## config.mk

```make
export PLATFORM = sky130hd
export DESIGN_NAME = usb_port_switch_control
export DESIGN_NICKNAME = d
export VERILOG_FILES = /design/src/pkg/usb_psw_pkg.sv /design/src/verilog/event_timer.sv /design/src/verilog/usb_port_switch_control.sv
export SDC_FILE = /design/constraint.sdc
export NUM_CORES = 1
export LEC_CHECK = 0
export ABC_CLOCK_PERIOD_IN_PS = 2270
export BUFFER_PORTS_ARGS = -buffer_cell sky130_fd_sc_hd__buf_2
export CORE_MARGIN = 3
export CORE_UTILIZATION = 40
export CTS_BUF_LIST = sky130_fd_sc_hd__clkbuf_16
export CTS_CLUSTER_DIAMETER = 100
export DETAILED_ROUTE_END_ITERATION = 6
export PLACE_DENSITY = 0.72
export SYNTH_ARGS = -nofsm -noshare
export SYNTH_HDL_FRONTEND = slang
export SYNTH_SLANG_ARGS = --single-unit
```

## constraint.sdc

```tcl
create_clock -name aclk -period 2.27 [get_ports aclk]
set_input_delay 0.227 -clock aclk [delete_from_list [all_inputs] [get_ports aclk]]
set_output_delay 0.227 -clock aclk [all_outputs]
set_load 0.005 [all_outputs]
```

## src/pkg/usb_psw_pkg.sv

```systemverilog
package usb_psw_pkg;
	typedef enum logic [1:0] {
		P_SLEEP  = 2'b00,
		P_DETECT = 2'b01,
		P_ACTIVE = 2'b10,
		P_ERROR  = 2'b11
	} pwr_state_t;

	localparam int unsigned CLK_NS       = 10;
	localparam int unsigned T_SHORT_NS   = 1000;
	localparam int unsigned T_RISE_NS    = 20000;
	localparam int unsigned T_MASK_NS    = 1000000;
	localparam int unsigned SHORT_CYC    = T_SHORT_NS / CLK_NS;
	localparam int unsigned RISE_CYC     = (T_RISE_NS + CLK_NS - 1) / CLK_NS;
	localparam int unsigned MASK_CYC     = (T_MASK_NS + CLK_NS - 1) / CLK_NS;

	// limit codes in strap order; values in mA for reference
	localparam logic [2:0] LIM_570  = 3'h0;
	localparam logic [2:0] LIM_1680 = 3'h4;
	localparam logic [2:0] LIM_2850 = 3'h7;

	localparam logic [3:0]  OFS_CONFIG  = 4'h0;
	localparam logic [3:0]  OFS_STATUS  = 4'h4;
	localparam logic [3:0]  OFS_LIMIT   = 4'h8;
	localparam logic [3:0]  OFS_CONTROL = 4'hc;
	localparam int unsigned CFG_KEEP    = 0;
	localparam int unsigned CFG_DETOPEN = 1;
	localparam int unsigned CFG_EMUOPEN = 2;
	localparam int unsigned CFG_LIM_LSB = 4;
	localparam logic [7:0]  CFG_RESET   = 8'h76;
	localparam int unsigned CTL_ERRCLR  = 0;
	localparam logic [1:0]  RESP_OKAY   = 2'h0;
	localparam logic [1:0]  RESP_SLVERR = 2'h2;
endpackage

```

## src/verilog/event_timer.sv

```systemverilog
`timescale 1ns/1ps
// counts consecutive cycles of run; done stays high from CYCLES reached until run drops
module event_timer #(
	parameter int unsigned CYCLES = 4
) (
	input  wire logic aclk,
	input  wire logic aresetn,
	input  wire logic run,
	output logic      done
);
	localparam int unsigned W = $clog2(CYCLES + 1);
	localparam logic [W-1:0] TOP = W'(CYCLES);

	logic [W-1:0] cnt_r;
	logic [W-1:0] cnt_nxt;

	// saturate so a long condition does not wrap and re-arm
	always_comb
	begin
		cnt_nxt = cnt_r;
		if (!run)
			cnt_nxt = '0;
		else if (cnt_r != TOP)
			cnt_nxt = cnt_r + W'(1);
	end

	always_ff @(posedge aclk)
	begin
		if (!aresetn)
			cnt_r <= '0;
		else
			cnt_r <= cnt_nxt;
	end

	assign done = (cnt_r == TOP);
endmodule

```

## src/verilog/usb_port_switch_control.sv

```systemverilog
// Our own choices: the register offsets and the AXI4-Lite slave port.
`timescale 1ns/1ps
module usb_port_switch_control #(
	parameter int unsigned RISE_CYCLES = usb_psw_pkg::RISE_CYC,
	parameter int unsigned MASK_CYCLES = usb_psw_pkg::MASK_CYC
) (
	input  wire logic        aclk,
	input  wire logic        aresetn,
	input  wire logic [3:0]  awaddr,
	input  wire logic        awvalid,
	output logic             awready,
	input  wire logic [31:0] wdata,
	input  wire logic [3:0]  wstrb,
	input  wire logic        wvalid,
	output logic             wready,
	output logic [1:0]       bresp,
	output logic             bvalid,
	input  wire logic        bready,
	input  wire logic [3:0]  araddr,
	input  wire logic        arvalid,
	output logic             arready,
	output logic [31:0]      rdata,
	output logic [1:0]       rresp,
	output logic             rvalid,
	input  wire logic        rready,
	input  wire logic [3:0]  limit_and_comm_strap,
	input  wire logic        low_supply_ok,
	input  wire logic        port_power_enable_ctl,
	input  wire logic        sleep_req,
	input  wire logic        detect_enable,
	input  wire logic        attach_event,
	input  wire logic        removal_event,
	input  wire logic        emulating,
	input  wire logic        emu_profile_cdp,
	input  wire logic        dedicated_charger_emulation,
	input  wire logic        dcp_accepted,
	input  wire logic        cdp_mode,
	input  wire logic        profile_timeout_active,
	input  wire logic        vbus_discharging,
	input  wire logic        overcurrent,
	output logic             data_switch_close,
	output logic             port_switch_on,
	output logic [2:0]       current_limit_setting,
	output logic             constant_current_limiting,
	output logic             bypass_limit_sel,
	output logic             soft_start_active,
	output logic             current_clamp,
	output logic             comm_bus_mode,
	output logic             alert_n_out,
	output logic             alert_n_oe
);
	// register bus group
	logic        awready_nxt, bvalid_nxt, arready_nxt, rvalid_nxt;
	logic [1:0]  bresp_nxt, rresp_nxt;
	logic [31:0] rdata_nxt;
	logic [7:0]  cfg_r, cfg_nxt;
	logic        errclr_r, errclr_nxt;
	logic [31:0] rd_word;

	// control group
	usb_psw_pkg::pwr_state_t state_r, state_nxt;
	logic       strap_done_r, strap_done_nxt;
	logic [2:0] hw_limit_r, hw_limit_nxt;
	logic       comm_nxt, en_d_r, attached_r, attached_nxt;
	logic       dsw_nxt, psw_nxt, cc_nxt, byp_nxt, ss_nxt, clamp_nxt, alert_nxt;
	logic [2:0] lim_nxt;
	logic       ss_trig, ss_done, ocp_done, mask_done, trip_evt;

	// ties programmed limit to the strap ceiling
	function automatic logic [2:0] cap_limit(input logic [2:0] req, input logic [2:0] ceil);
		cap_limit = (req > ceil) ? ceil : req;
	endfunction

	always_comb
	begin
		rd_word = 32'h0000_0000;
		case (araddr)
			usb_psw_pkg::OFS_CONFIG:  rd_word = {24'h00_0000, cfg_r};
			usb_psw_pkg::OFS_STATUS:  rd_word = {23'h00_0000, alert_n_oe, bypass_limit_sel,
				current_clamp, soft_start_active, constant_current_limiting,
				port_switch_on, data_switch_close, state_r};
			usb_psw_pkg::OFS_LIMIT:   rd_word = {23'h00_0000, comm_bus_mode, 1'b0,
				current_limit_setting, 1'b0, hw_limit_r};
			default:                  rd_word = 32'h0000_0000;
		endcase
	end

	// write ready pulses one cycle after both address and data are offered; read ready one cycle after the read address
	always_comb
	begin
		awready_nxt = 1'b0;
		bvalid_nxt  = bvalid && !bready;
		bresp_nxt   = bresp;
		cfg_nxt     = cfg_r;
		errclr_nxt  = 1'b0;
		arready_nxt = 1'b0;
		rvalid_nxt  = rvalid && !rready;
		rresp_nxt   = rresp;
		rdata_nxt   = rdata;
		if (awvalid && wvalid && !awready && !bvalid)
			awready_nxt = 1'b1;
		if (awready)
		begin
			bvalid_nxt = 1'b1;
			bresp_nxt  = usb_psw_pkg::RESP_OKAY;
			case (awaddr)
				usb_psw_pkg::OFS_CONFIG:
				begin
					if (wstrb[0])
						cfg_nxt = wdata[7:0];
				end
				usb_psw_pkg::OFS_CONTROL:
				begin
					errclr_nxt = wstrb[0] && wdata[usb_psw_pkg::CTL_ERRCLR];
				end
				usb_psw_pkg::OFS_STATUS, usb_psw_pkg::OFS_LIMIT: ;
				default: bresp_nxt = usb_psw_pkg::RESP_SLVERR;
			endcase
		end
		if (arvalid && !arready && !rvalid)
			arready_nxt = 1'b1;
		if (arready)
		begin
			rvalid_nxt = 1'b1;
			rdata_nxt  = rd_word;
			rresp_nxt  = (araddr == usb_psw_pkg::OFS_CONTROL || araddr[1:0] != 2'h0)
				? usb_psw_pkg::RESP_SLVERR : usb_psw_pkg::RESP_OKAY;
		end
	end

	always_ff @(posedge aclk)
	begin
		if (!aresetn)
		begin
			awready  <= 1'b0;
			wready   <= 1'b0;
			bvalid   <= 1'b0;
			bresp    <= usb_psw_pkg::RESP_OKAY;
			arready  <= 1'b0;
			rvalid   <= 1'b0;
			rresp    <= usb_psw_pkg::RESP_OKAY;
			rdata    <= 32'h0000_0000;
			cfg_r    <= usb_psw_pkg::CFG_RESET;
			errclr_r <= 1'b0;
		end
		else
		begin
			awready  <= awready_nxt;
			wready   <= awready_nxt;
			bvalid   <= bvalid_nxt;
			bresp    <= bresp_nxt;
			arready  <= arready_nxt;
			rvalid   <= rvalid_nxt;
			rresp    <= rresp_nxt;
			rdata    <= rdata_nxt;
			cfg_r    <= cfg_nxt;
			errclr_r <= errclr_nxt;
		end
	end

	// soft start restarts on a new trigger by dropping run for one cycle
	assign ss_trig = (port_power_enable_ctl && !en_d_r) ||
		(state_r == usb_psw_pkg::P_DETECT && attach_event && port_power_enable_ctl);
	// trip limiting reacts at once; constant current waits out the mask time
	assign trip_evt = port_switch_on && overcurrent && !constant_current_limiting;

	event_timer #(.CYCLES(RISE_CYCLES)) u_soft (
		.aclk    (aclk),
		.aresetn (aresetn),
		.run     (soft_start_active && !ss_trig),
		.done    (ss_done)
	);
	event_timer #(.CYCLES(MASK_CYCLES)) u_ocp (
		.aclk    (aclk),
		.aresetn (aresetn),
		.run     (port_switch_on && overcurrent && constant_current_limiting),
		.done    (ocp_done)
	);
	event_timer #(.CYCLES(MASK_CYCLES)) u_mask (
		.aclk    (aclk),
		.aresetn (aresetn),
		.run     (state_r == usb_psw_pkg::P_ERROR),
		.done    (mask_done)
	);

	// power state, strap capture and switch decisions
	always_comb
	begin
		state_nxt      = state_r;
		strap_done_nxt = 1'b1;
		hw_limit_nxt   = hw_limit_r;
		comm_nxt       = comm_bus_mode;
		if (!strap_done_r)
		begin
			hw_limit_nxt = limit_and_comm_strap[2:0];
			comm_nxt     = limit_and_comm_strap[3];
		end
		attached_nxt = (attached_r && !removal_event && state_r != usb_psw_pkg::P_SLEEP)
			|| attach_event;
		case (state_r)
			usb_psw_pkg::P_SLEEP:
				if (!sleep_req)
					state_nxt = (detect_enable && !attached_r) ? usb_psw_pkg::P_DETECT
						: usb_psw_pkg::P_ACTIVE;
			usb_psw_pkg::P_DETECT:
				if (sleep_req)
					state_nxt = usb_psw_pkg::P_SLEEP;
				else if (attach_event || !detect_enable)
					state_nxt = usb_psw_pkg::P_ACTIVE;
			usb_psw_pkg::P_ACTIVE:
				if (sleep_req)
					state_nxt = usb_psw_pkg::P_SLEEP;
				else if (detect_enable && !attached_r)
					state_nxt = usb_psw_pkg::P_DETECT;
			usb_psw_pkg::P_ERROR:
				if (errclr_r)
					state_nxt = usb_psw_pkg::P_SLEEP;
			default: state_nxt = usb_psw_pkg::P_SLEEP;
		endcase
		if (trip_evt || ocp_done)
			state_nxt = usb_psw_pkg::P_ERROR;

		dsw_nxt = low_supply_ok
			&& (state_r == usb_psw_pkg::P_ACTIVE
			|| (state_r == usb_psw_pkg::P_DETECT && !cfg_r[usb_psw_pkg::CFG_DETOPEN]))
			&& !(emulating && !emu_profile_cdp && cfg_r[usb_psw_pkg::CFG_EMUOPEN])
			&& !(dedicated_charger_emulation && !cfg_r[usb_psw_pkg::CFG_KEEP]);
		psw_nxt = state_r == usb_psw_pkg::P_ACTIVE && port_power_enable_ctl
			&& !vbus_discharging && !trip_evt && !ocp_done;
		lim_nxt = comm_bus_mode ? cap_limit(cfg_r[usb_psw_pkg::CFG_LIM_LSB +: 3], hw_limit_r)
			: hw_limit_r;
		// constant current only in the listed cases; trip otherwise
		cc_nxt  = cdp_mode || profile_timeout_active
			|| (dcp_accepted && lim_nxt < usb_psw_pkg::LIM_1680);
		byp_nxt = state_r == usb_psw_pkg::P_DETECT;
		ss_nxt  = ss_trig || (soft_start_active && !ss_done);
		clamp_nxt = port_switch_on && overcurrent;
		alert_nxt = mask_done;
	end

	always_ff @(posedge aclk)
	begin
		if (!aresetn)
		begin
			state_r                   <= usb_psw_pkg::P_SLEEP;
			strap_done_r              <= 1'b0;
			hw_limit_r                <= usb_psw_pkg::LIM_570;
			comm_bus_mode             <= 1'b0;
			en_d_r                    <= 1'b0;
			attached_r                <= 1'b0;
			data_switch_close         <= 1'b0;
			port_switch_on            <= 1'b0;
			current_limit_setting     <= usb_psw_pkg::LIM_570;
			constant_current_limiting <= 1'b0;
			bypass_limit_sel          <= 1'b0;
			soft_start_active         <= 1'b0;
			current_clamp             <= 1'b0;
			alert_n_oe                <= 1'b0;
			alert_n_out               <= 1'b0;
		end
		else
		begin
			state_r                   <= state_nxt;
			strap_done_r              <= strap_done_nxt;
			hw_limit_r                <= hw_limit_nxt;
			comm_bus_mode             <= comm_nxt;
			en_d_r                    <= port_power_enable_ctl;
			attached_r                <= attached_nxt;
			data_switch_close         <= dsw_nxt;
			port_switch_on            <= psw_nxt;
			current_limit_setting     <= lim_nxt;
			constant_current_limiting <= cc_nxt;
			bypass_limit_sel          <= byp_nxt;
			soft_start_active         <= ss_nxt;
			current_clamp             <= clamp_nxt;
			alert_n_oe                <= alert_nxt;
			alert_n_out               <= 1'b0;
		end
	end

	logic [31:0] err_age_r;
	always_ff @(posedge aclk)
	begin
		if (!aresetn || state_r != usb_psw_pkg::P_ERROR)
			err_age_r <= 32'h0000_0000;
		else
			err_age_r <= err_age_r + 32'h0000_0001;
	end
endmodule

```

; Word level (Yosys, flattened, before mapping)
; Index checks and enable logic that the tools add are counted.
[op_classes]
addsub = 3
n_lt_le_gt_ge = 2
n_eq_ne = 19
muxes = 19
reduce_logical = 73
[ops]
columns = op, count
row1 = "17-bit by 1-bit adder with 17-bit output, second input constant", 2
row2 = "17-bit == test, second input constant", 2
row3 = "17-bit != test, second input constant", 2
row4 = 1-bit logical AND, 31
row5 = 9-bit one-hot mux with 3 select lines, 1
row6 = 1-bit zero test, 21
row7 = 2-bit two-way mux, 10
row8 = "4-bit == test, second input constant", 4
row9 = "11-bit by 1-bit adder with 11-bit output, second input constant", 1
row10 = "11-bit == test, second input constant", 1
row11 = "11-bit != test, second input constant", 1
row12 = 1-bit logical OR, 9
row13 = "4-bit by 3-bit == test with 1-bit output, second input constant", 2
row14 = 4-bit zero test, 2
row15 = 2-bit one-hot mux with 4 select lines, 1
row16 = 3-bit two-way mux, 2
row17 = "3-bit != test, second input constant", 2
row18 = 2-bit AND reduction, 3
row19 = 3-bit AND reduction, 2
row20 = 1-bit two-way mux, 5
row21 = "2-bit == test, second input constant", 2
row22 = "4-bit by 2-bit != test with 1-bit output, second input constant", 1
row23 = "4-bit != test, second input constant", 1
row24 = 4-bit AND reduction, 1
row25 = 6 further kinds, 7
[totals]
regBits = 113
in_bits = 69
out_inout_bits = 53
elab_cells = 142

; Logic depth before layout (Yosys ltp)
; Gate-level depths: netlist of run 1.
[depth]
ltp_word = 7
mapped_depth = 7

; Cells and area by module
; Synthesis of run 1 repeated with hierarchy kept, for this count alone.
[unflattened]
hier_cells = 490
hier_area_um2 = 4379.2
[modules_own_cells]
columns = module, n_inst, cells_each, area_per_inst_um2
row1 = usb_port_switch_control, 1, 237, 2099.5
row2 = event_timer (u_mask ...), 2, 96, 865.8
row3 = event_timer (u_soft), 1, 61, 548.0

; Least setup slack after synthesis of run 1
; No wires, ideal clock.
[synth_timing]
kind = register to register
start = register u_mask.cnt_r[0]
end = register u_mask.cnt_r[16]
setup_ns = 0.073
t_arrival_ns = 1.595
required_time_ns = 2.197
slack_ns = 0.601
path_stages_with_launch = 6
period_less_slack_ns = 1.669
cell_sequence = dfxtp_1 ha_1 and4_1 nand2_2 or4_1 a21oi_1
[synth_via]
elab_chain_len = 1
elab_cells_between_ends = 2
[synth_rtl]
columns = element, line
row1 = from (decl), event_timer.sv:14  ; logic [W-1:0] cnt_r;
row2 = from (signal assigned), event_timer.sv:32  ; cnt_r <= cnt_nxt;
row3 = 17-bit by 1-bit adder with 17-bit output / 17-bit != test (equally long branches), "event_timer.sv:24, event_timer.sv:23"
; Several ways; a longest one is shown, not always the timed one.
; A chain may end at the register's enable or synchronous reset.

; Worst setup path after layout of run 1
; Same ends and word-level chain as after synthesis.

==> impl_metrics.env, run 1 <==
export IMPL_setup_viol=0
export IMPL_fmax_ghz=0.5292
export IMPL_ys_warn_count=0
export IMPL_num_io_pins=122
export IMPL_drive_gt1_share_pct=17.22
export IMPL_start_util_pct=41.76
export IMPL_hold_buffers=0
export IMPL_fin_crit_sh_pct=83.24
export IMPL_first_pass_iters=5
export IMPL_max_cap_violations=0
export IMPL_cts_sinks=88
export IMPL_routabilityCongestion=0.8419
export IMPL_route_detailed_drc=0
export IMPL_coreArea_um2=9910
export IMPL_cts_tree="done"
export IMPL_critPathArrivalTime_ns=2.15
export IMPL_gr_total_overflow=0
export IMPL_die_width_um=107.7
export IMPL_cts_max_level=3
export IMPL_holdCritPathClass="in -> reg"
export IMPL_vdd_drop_max_uv=298.4
export IMPL_clk_pin_slew_ns=0.06
export IMPL_maxSlewViolCount=0
export IMPL_cts_buffers=9
export IMPL_rows=36
export IMPL_avgSynthCellArea_um2=8.729
export IMPL_vias_per_cell=5.049
export IMPL_cp_end_kind="flip-flop"
export IMPL_worst_skew_pair_late_latency_ns=0.34
export IMPL_root_buffer="clkbuf_16"
export IMPL_design_area_um2=4851
export IMPL_wl_per_cell_um=13.29
export IMPL_fillCellCount=960
export IMPL_antenna_found_initial=0
export IMPL_grt_pass1_vias=3282
export IMPL_async_reset_ff_share_pct=0
export IMPL_synthTopCellsByArea="dfxtp_1 (43%), nor2_1 (5.6%), buf_4 (5.1%)"
export IMPL_portBuffers=68
export IMPL_die_h_um=107.7
export IMPL_drt_iter0_drc=145
export IMPL_min_period_ns=1.890
export IMPL_finClkSkew_ns=0.007796
export IMPL_cts_resized=0
export IMPL_grt_start_max_net_pins=22
export IMPL_synth_ff_type="dfxtp_1"
export IMPL_post_cts_buffers=0
export IMPL_cp_start_kind="flip-flop"
export IMPL_finalHoldViolations=0
export IMPL_rsz0062_at_grt="false"
export IMPL_status="finished, final reports clean"
export IMPL_wl_mm=9.023
export IMPL_synth_cells=474
export IMPL_dieArea_um2=11600
export IMPL_synth_top_area_cell="dfxtp_1"
export IMPL_cts_buffer_depth=2
export IMPL_seq_area_um2=1762
export IMPL_seq_area_frac_synth_pct=42.58
export IMPL_worstSetupPathType="reg -> reg"
export IMPL_synth_edff_count=0
export IMPL_fin_setup_tns_ns=0
export IMPL_antenna_left=0
export IMPL_nNetsFinal=621
export IMPL_required_ns=2.53
export IMPL_tightest_slew_ns=0.7508
export IMPL_ys_ff_latch=88
export IMPL_grt_pass1_wl_mm=15.46
export IMPL_syn_area_um2=4138
export IMPL_grt_usage_pct=16.32
export IMPL_postLayoutCoreUtil_pct=48.95
export IMPL_yosys_area_top_type_share_pct=42.58
export IMPL_area_growth_pct=17.24
export IMPL_placed_cell_area_um2=4519
export IMPL_power_density_nw_per_um2=704.3
export IMPL_synthDistinctLibCells=46
export IMPL_relSlewSlack_pct=49.82
export IMPL_multi_input_area_um2=2131
export IMPL_p_leak_nw=1.923
export IMPL_vias=3428
export IMPL_antenna_cells=0
export IMPL_hpwl_mm=6.785
export IMPL_cp_max_fo=7
[registers in the layout (all words and copies together) (netlist names), 2 cells and up]
signal	cells
u_soft.cnt_r	11
hw_limit_r	3
u_mask.cnt_r	17
state_r	2
cfg_r	8
u_ocp.cnt_r	17
current_limit_setting	3
rdata	9
[where the power goes]
group,switching [mW],leakage (nW),internal (mW)
combinational,0.0877,1.05,0.0697
sequential,0.0283,0.713,1.57
clock,0.594,0.163,1.07
total,0.710,1.92,2.71
[metal layers]
metal  up-vias  wire [um]  GRT usage [%]
met3         5        525          4.019
met2       102       4388          27.49
met5         -          0              0
met4         0         83          4.148
met1      1579       4025          20.89
li1       1742          -              -
[cells by family (layout without fill, tap and decap cells)]
kind of cell | count (synthesis) | after routing | share of synthesized area (%)
simple gates | 200 | 200 | 25.49
flops | 88 | 88 | 42.58
compound gates | 66 | 66 | 10.10
buf+inv | 61 | 108 | 8.195
xor+xnor | 34 | 34 | 7.197
mux | 15 | 15 | 3.629
fa+ha+maj | 9 | 9 | 2.722
other cells | 1 | 26 | 0.09063
[critical path: stages (launching register included)]
cell     delay, ns
dfxtp_1       0.46
ha_1          0.32
and4_1        0.31
nand2_2       0.08
or4_1         0.50
a21oi_1       0.14
[cell type report]
type | count | share of cell area, %
multi-input combinational | 350 | 43.93
sequential | 88 | 36.32
timing repair buffer | 74 | 7.944
clock buffer | 9 | 4.643
tap | 133 | 3.430
clock inverter | 5 | 2.192
inverter | 20 | 1.548
[per-stage QoR]
| step | instances | setup WS (ns) | hold slack [ns] | total power, mW |
|---|---|---|---|---|
| after floorplan | 499 | 0.6012 | 0.2547 | 1.737 |
| after global placement | 665 | 0.4713 | 0.4229 | 1.783 |
| after detailed placement | 665 | 0.4070 | 0.4238 | 1.788 |
| after CTS | 679 | 0.3753 | 0.07365 | 3.440 |
| after global routing | 679 | 0.1988 | 0.07178 | 3.544 |
| final | 679 | 0.3804 | 0.07571 | 3.416 |
[path summary, 6_finish.rpt]
| check | from | to | slack [ns] | depth (start not counted) |
|---|---|---|---|---|
| worst min-delay path | vbus_discharging | port_switch_on | 0.08 | 2 |
| worst min register to register | bvalid | wready | 0.45 | 1 |
| worst max register to register | u_mask.cnt_r[0] | u_mask.cnt_r[16] | 0.38 | 5 |
| worst max-delay path | u_mask.cnt_r[0] | u_mask.cnt_r[16] | 0.38 | 5 |
[cells in the final DEF, fill, tap and decap left out, drive strengths merged, types with 2 or more instances in the layout]
cell / count
nand3: 29
xor2: 18
nand2b: 4
mux2i: 15
o21ai: 21
or3: 4
nor4b: 4
nor2: 62
and4: 6
inv: 21
o2111ai: 2
buf: 74
o31ai: 2
and3: 5
nor4bb: 4
or4: 3
conb: 26
clkbuf: 9
nand4: 17
a221oi: 6
xnor2: 16
a22oi: 3
nand3b: 5
bufinv: 3
nand2: 32
nor3: 6
a21oi: 24
dfxtp: 88
nor4: 8
and4b: 2
nor2b: 6
ha: 9
[Yosys cell counts (2+ instances only)]
cell type	count
nor4b_1	2
nor2b_1	6
dfxtp_1	88
clkbuf_1	9
mux2i_1	15
a221oi_1	6
a21oi_1	24
nand4_1	17
nor2_1	62
or4_1	3
and3_1	5
a22oi_1	3
nand3_1	29
nand2b_1	4
nand3b_1	5
nor4_1	7
inv_1	20
nor4b_2	2
xor2_1	18
o2111ai_1	2
buf_4	28
buf_2	4
or3_1	4
nor3_1	6
and4_1	6
o31ai_1	2
o21ai_0	21
nor4bb_1	4
ha_1	9
and4b_1	2
xnor2_1	16
nand2_1	31
No activity file was read; power rests on OpenSTA's default activity.
==> run 2, diff against run 1 <==
--- a/config.mk
+++ b/config.mk
@@ -5,14 +5,14 @@
 export SDC_FILE = /design/constraint.sdc
 export NUM_CORES = 1
 export LEC_CHECK = 0
-export ABC_CLOCK_PERIOD_IN_PS = 2270
+export ABC_CLOCK_PERIOD_IN_PS = 1500
 export BUFFER_PORTS_ARGS = -buffer_cell sky130_fd_sc_hd__buf_2
 export CORE_MARGIN = 3
 export CORE_UTILIZATION = 40
 export CTS_BUF_LIST = sky130_fd_sc_hd__clkbuf_16
 export CTS_CLUSTER_DIAMETER = 100
 export DETAILED_ROUTE_END_ITERATION = 6
-export PLACE_DENSITY = 0.72
+export PLACE_DENSITY = 0.75
 export SYNTH_ARGS = -nofsm -noshare
 export SYNTH_HDL_FRONTEND = slang
 export SYNTH_SLANG_ARGS = --single-unit
==> constraint.sdc (replaced) <==
create_clock -name aclk -period 1.5 [get_ports aclk]
set_input_delay 0.15 -clock aclk [delete_from_list [all_inputs] [get_ports aclk]]
set_output_delay 0.15 -clock aclk [all_outputs]
set_load 0.005 [all_outputs]
==> run 2 against run 1 <==
Utilization up 3.9 points. Critical path type unchanged. Register-to-register slack worse by 0.37 ns. Critical path depth up 1. Global-route usage up 0.97 points. Flip-flop and latch count unchanged. Worst hold slack worse by 0.044 ns. Count of clock-buffer cells in the layout unchanged. Combinational power up 83%. Fmax up 26%. Power up 37%. Final area up 7.9%.
==> impl_metrics.env, run 2 (synthesis gave the netlist of run 1 again) <==
export IMPL_status="finished, final reports clean"
export IMPL_cts_buffer_depth=2
export IMPL_finClkSkew_ns=0.01377
export IMPL_wl_per_cell_um=13.55
export IMPL_grt_pass1_vias=3674
export IMPL_fin_crit_sh_pct=99.59
export IMPL_cp_max_fo=5
export IMPL_max_stage_delay_ns=0.33
export IMPL_rsz0062_at_grt="true"
export IMPL_design_area_um2=5236
export IMPL_top_regs="u_mask.cnt_r x17, u_ocp.cnt_r x17, u_soft.cnt_r x11"
export IMPL_antenna_left=0
export IMPL_nNetsFinal=662
export IMPL_path_cells="inv_1 -> ha_1 -> and3_4 -> o21a_2 -> o2111ai_2 -> o311ai_2"
export IMPL_coreArea_um2=9910
export IMPL_tightest_slew_ns=0.5660
export IMPL_antenna_cells=0
export IMPL_slowest_stage="dfxtp_2"
export IMPL_max_cap_violations=0
export IMPL_cts_max_level=3
export IMPL_relSlewSlack_pct=62.18
export IMPL_route_detailed_drc=0
export IMPL_grt_pass1_wl_mm=16.47
export IMPL_root_buffer="clkbuf_16"
export IMPL_cts_tree="done"
export IMPL_die_h_um=107.7
export IMPL_power_density_nw_per_um2=893.8
export IMPL_vias=3733
export IMPL_vias_per_cell=5.170
export IMPL_antenna_found_initial=0
export IMPL_grt_start_max_net_pins=22
export IMPL_hpwl_mm=7.143
export IMPL_postLayoutCoreUtil_pct=52.84
export IMPL_start_util_pct=41.76
export IMPL_r2r_cells=6
export IMPL_die_width_um=107.7
export IMPL_mostFrequentLayoutCell="dfxtp_1"
export IMPL_portBuffers=68
export IMPL_wl_mm=9.784
export IMPL_drt_iter0_drc=157
export IMPL_placed_cell_area_um2=4805
export IMPL_maxSlewViolCount=0
export IMPL_grt_usage_pct=17.30
export IMPL_fmax_ghz=0.6694
export IMPL_area_growth_pct=26.55
export IMPL_layout_common_cells="dfxtp_1 (74), buf_2 (68), nor2_1 (62)"
export IMPL_dieArea_um2=11600
export IMPL_rows=36
export IMPL_setup_slack_ns=0.006176
export IMPL_finalHoldViolations=0
export IMPL_num_io_pins=122
export IMPL_cp_end_kind="flip-flop"
export IMPL_min_period_ns=1.494
export IMPL_holdCritPathClass="in -> reg"
export IMPL_cts_buffers=9
export IMPL_required_ns=1.71
export IMPL_p_leak_nw=2.128
export IMPL_worstSetupPathType="reg -> reg"
export IMPL_vdd_drop_max_uv=507.7
export IMPL_setup_viol=0
export IMPL_preCtsSetupSlack_ns=-0.04780
export IMPL_clk_pin_slew_ns=0.07
export IMPL_first_pass_iters=4
export IMPL_worst_skew_pair_late_latency_ns=0.33
export IMPL_critPathArrivalTime_ns=1.70
export IMPL_cts_sinks=88
export IMPL_whs_path_depth=3
export IMPL_cp_start_kind="flip-flop"
export IMPL_drive_gt1_share_pct=28.52
export IMPL_routabilityCongestion=0.8818
export IMPL_gr_total_overflow=0
run 2: path summary, 6_finish.rpt:
kind | from | endpoint | slack, ns
setup / recovery | cfg_r[4] | constant_current_limiting | 0.006
hold / removal | wdata[6] | cfg_r[6] | 0.03
setup reg to reg | cfg_r[4] | constant_current_limiting | 0.006
hold reg to reg | bvalid | wready | 0.46
run 2: where the power goes:
group / switching, mW / internal (mW) / total [mW]
Clock: 0.890 / 1.11 / 2.00
Sequential: 0.0288 / 2.37 / 2.40
Combinational: 0.158 / 0.130 / 0.288
run 2: timing repair:
item,4_1_cts,5_1_grt
resized for setup,6,26
pin swaps,3,7
endpoints found under the setup margin,6,27
hold buffers,1,0
setup buffers,3,3
endpoints found under the hold margin,1,0
run 2: worst max-delay path, delay by kind of cell (launching register included):
kind            cells  cell delay [ns]
fa+ha+maj           1             0.28
compound gates      3             0.54
flops               1             0.33
simple gates        1             0.17
buf+inv             1             0.04
run 2: final cells by class:
type | count | area (um2)
fillers | 891 | 4673
multi-input cells | 350 | 2247
flip-flops and latches | 88 | 1787
repair buffers | 115 | 695.7
clock buffers | 9 | 225.2
well taps | 133 | 166.4
inverters | 20 | 75.07
clock inverters | 7 | 40.04
run 2: per-stage QoR:
| stage | hold WS [ns] | power, mW | instances | TNS (ns) |
|---|---|---|---|---|
| 2_1_floorplan | 0.1777 | 2.625 | 499 | 0 |
| 3_3_place_gp | 0.3459 | 2.715 | 699 | -0.009493 |
| 3_5_place_dp | 0.3430 | 2.724 | 699 | -0.1602 |
| 4_1_cts | 0.02307 | 4.711 | 719 | 0 |
| 5_1_grt | 0.03790 | 4.856 | 722 | -0.1962 |
| 6_report | 0.03157 | 4.680 | 722 | 0 |
run 2: per-layer routing:
layer / track usage (%) / share of wire [%] / wire length [um] / vias up
met4: 7.935 / 2.3 / 229 / 0
met5: 0 / 0 / 0 / -
met2: 30.28 / 50 / 4865 / 127
met3: 3.539 / 6.1 / 593 / 23
met1: 20.16 / 42 / 4095 / 1739
li1: - / - / - / 1844
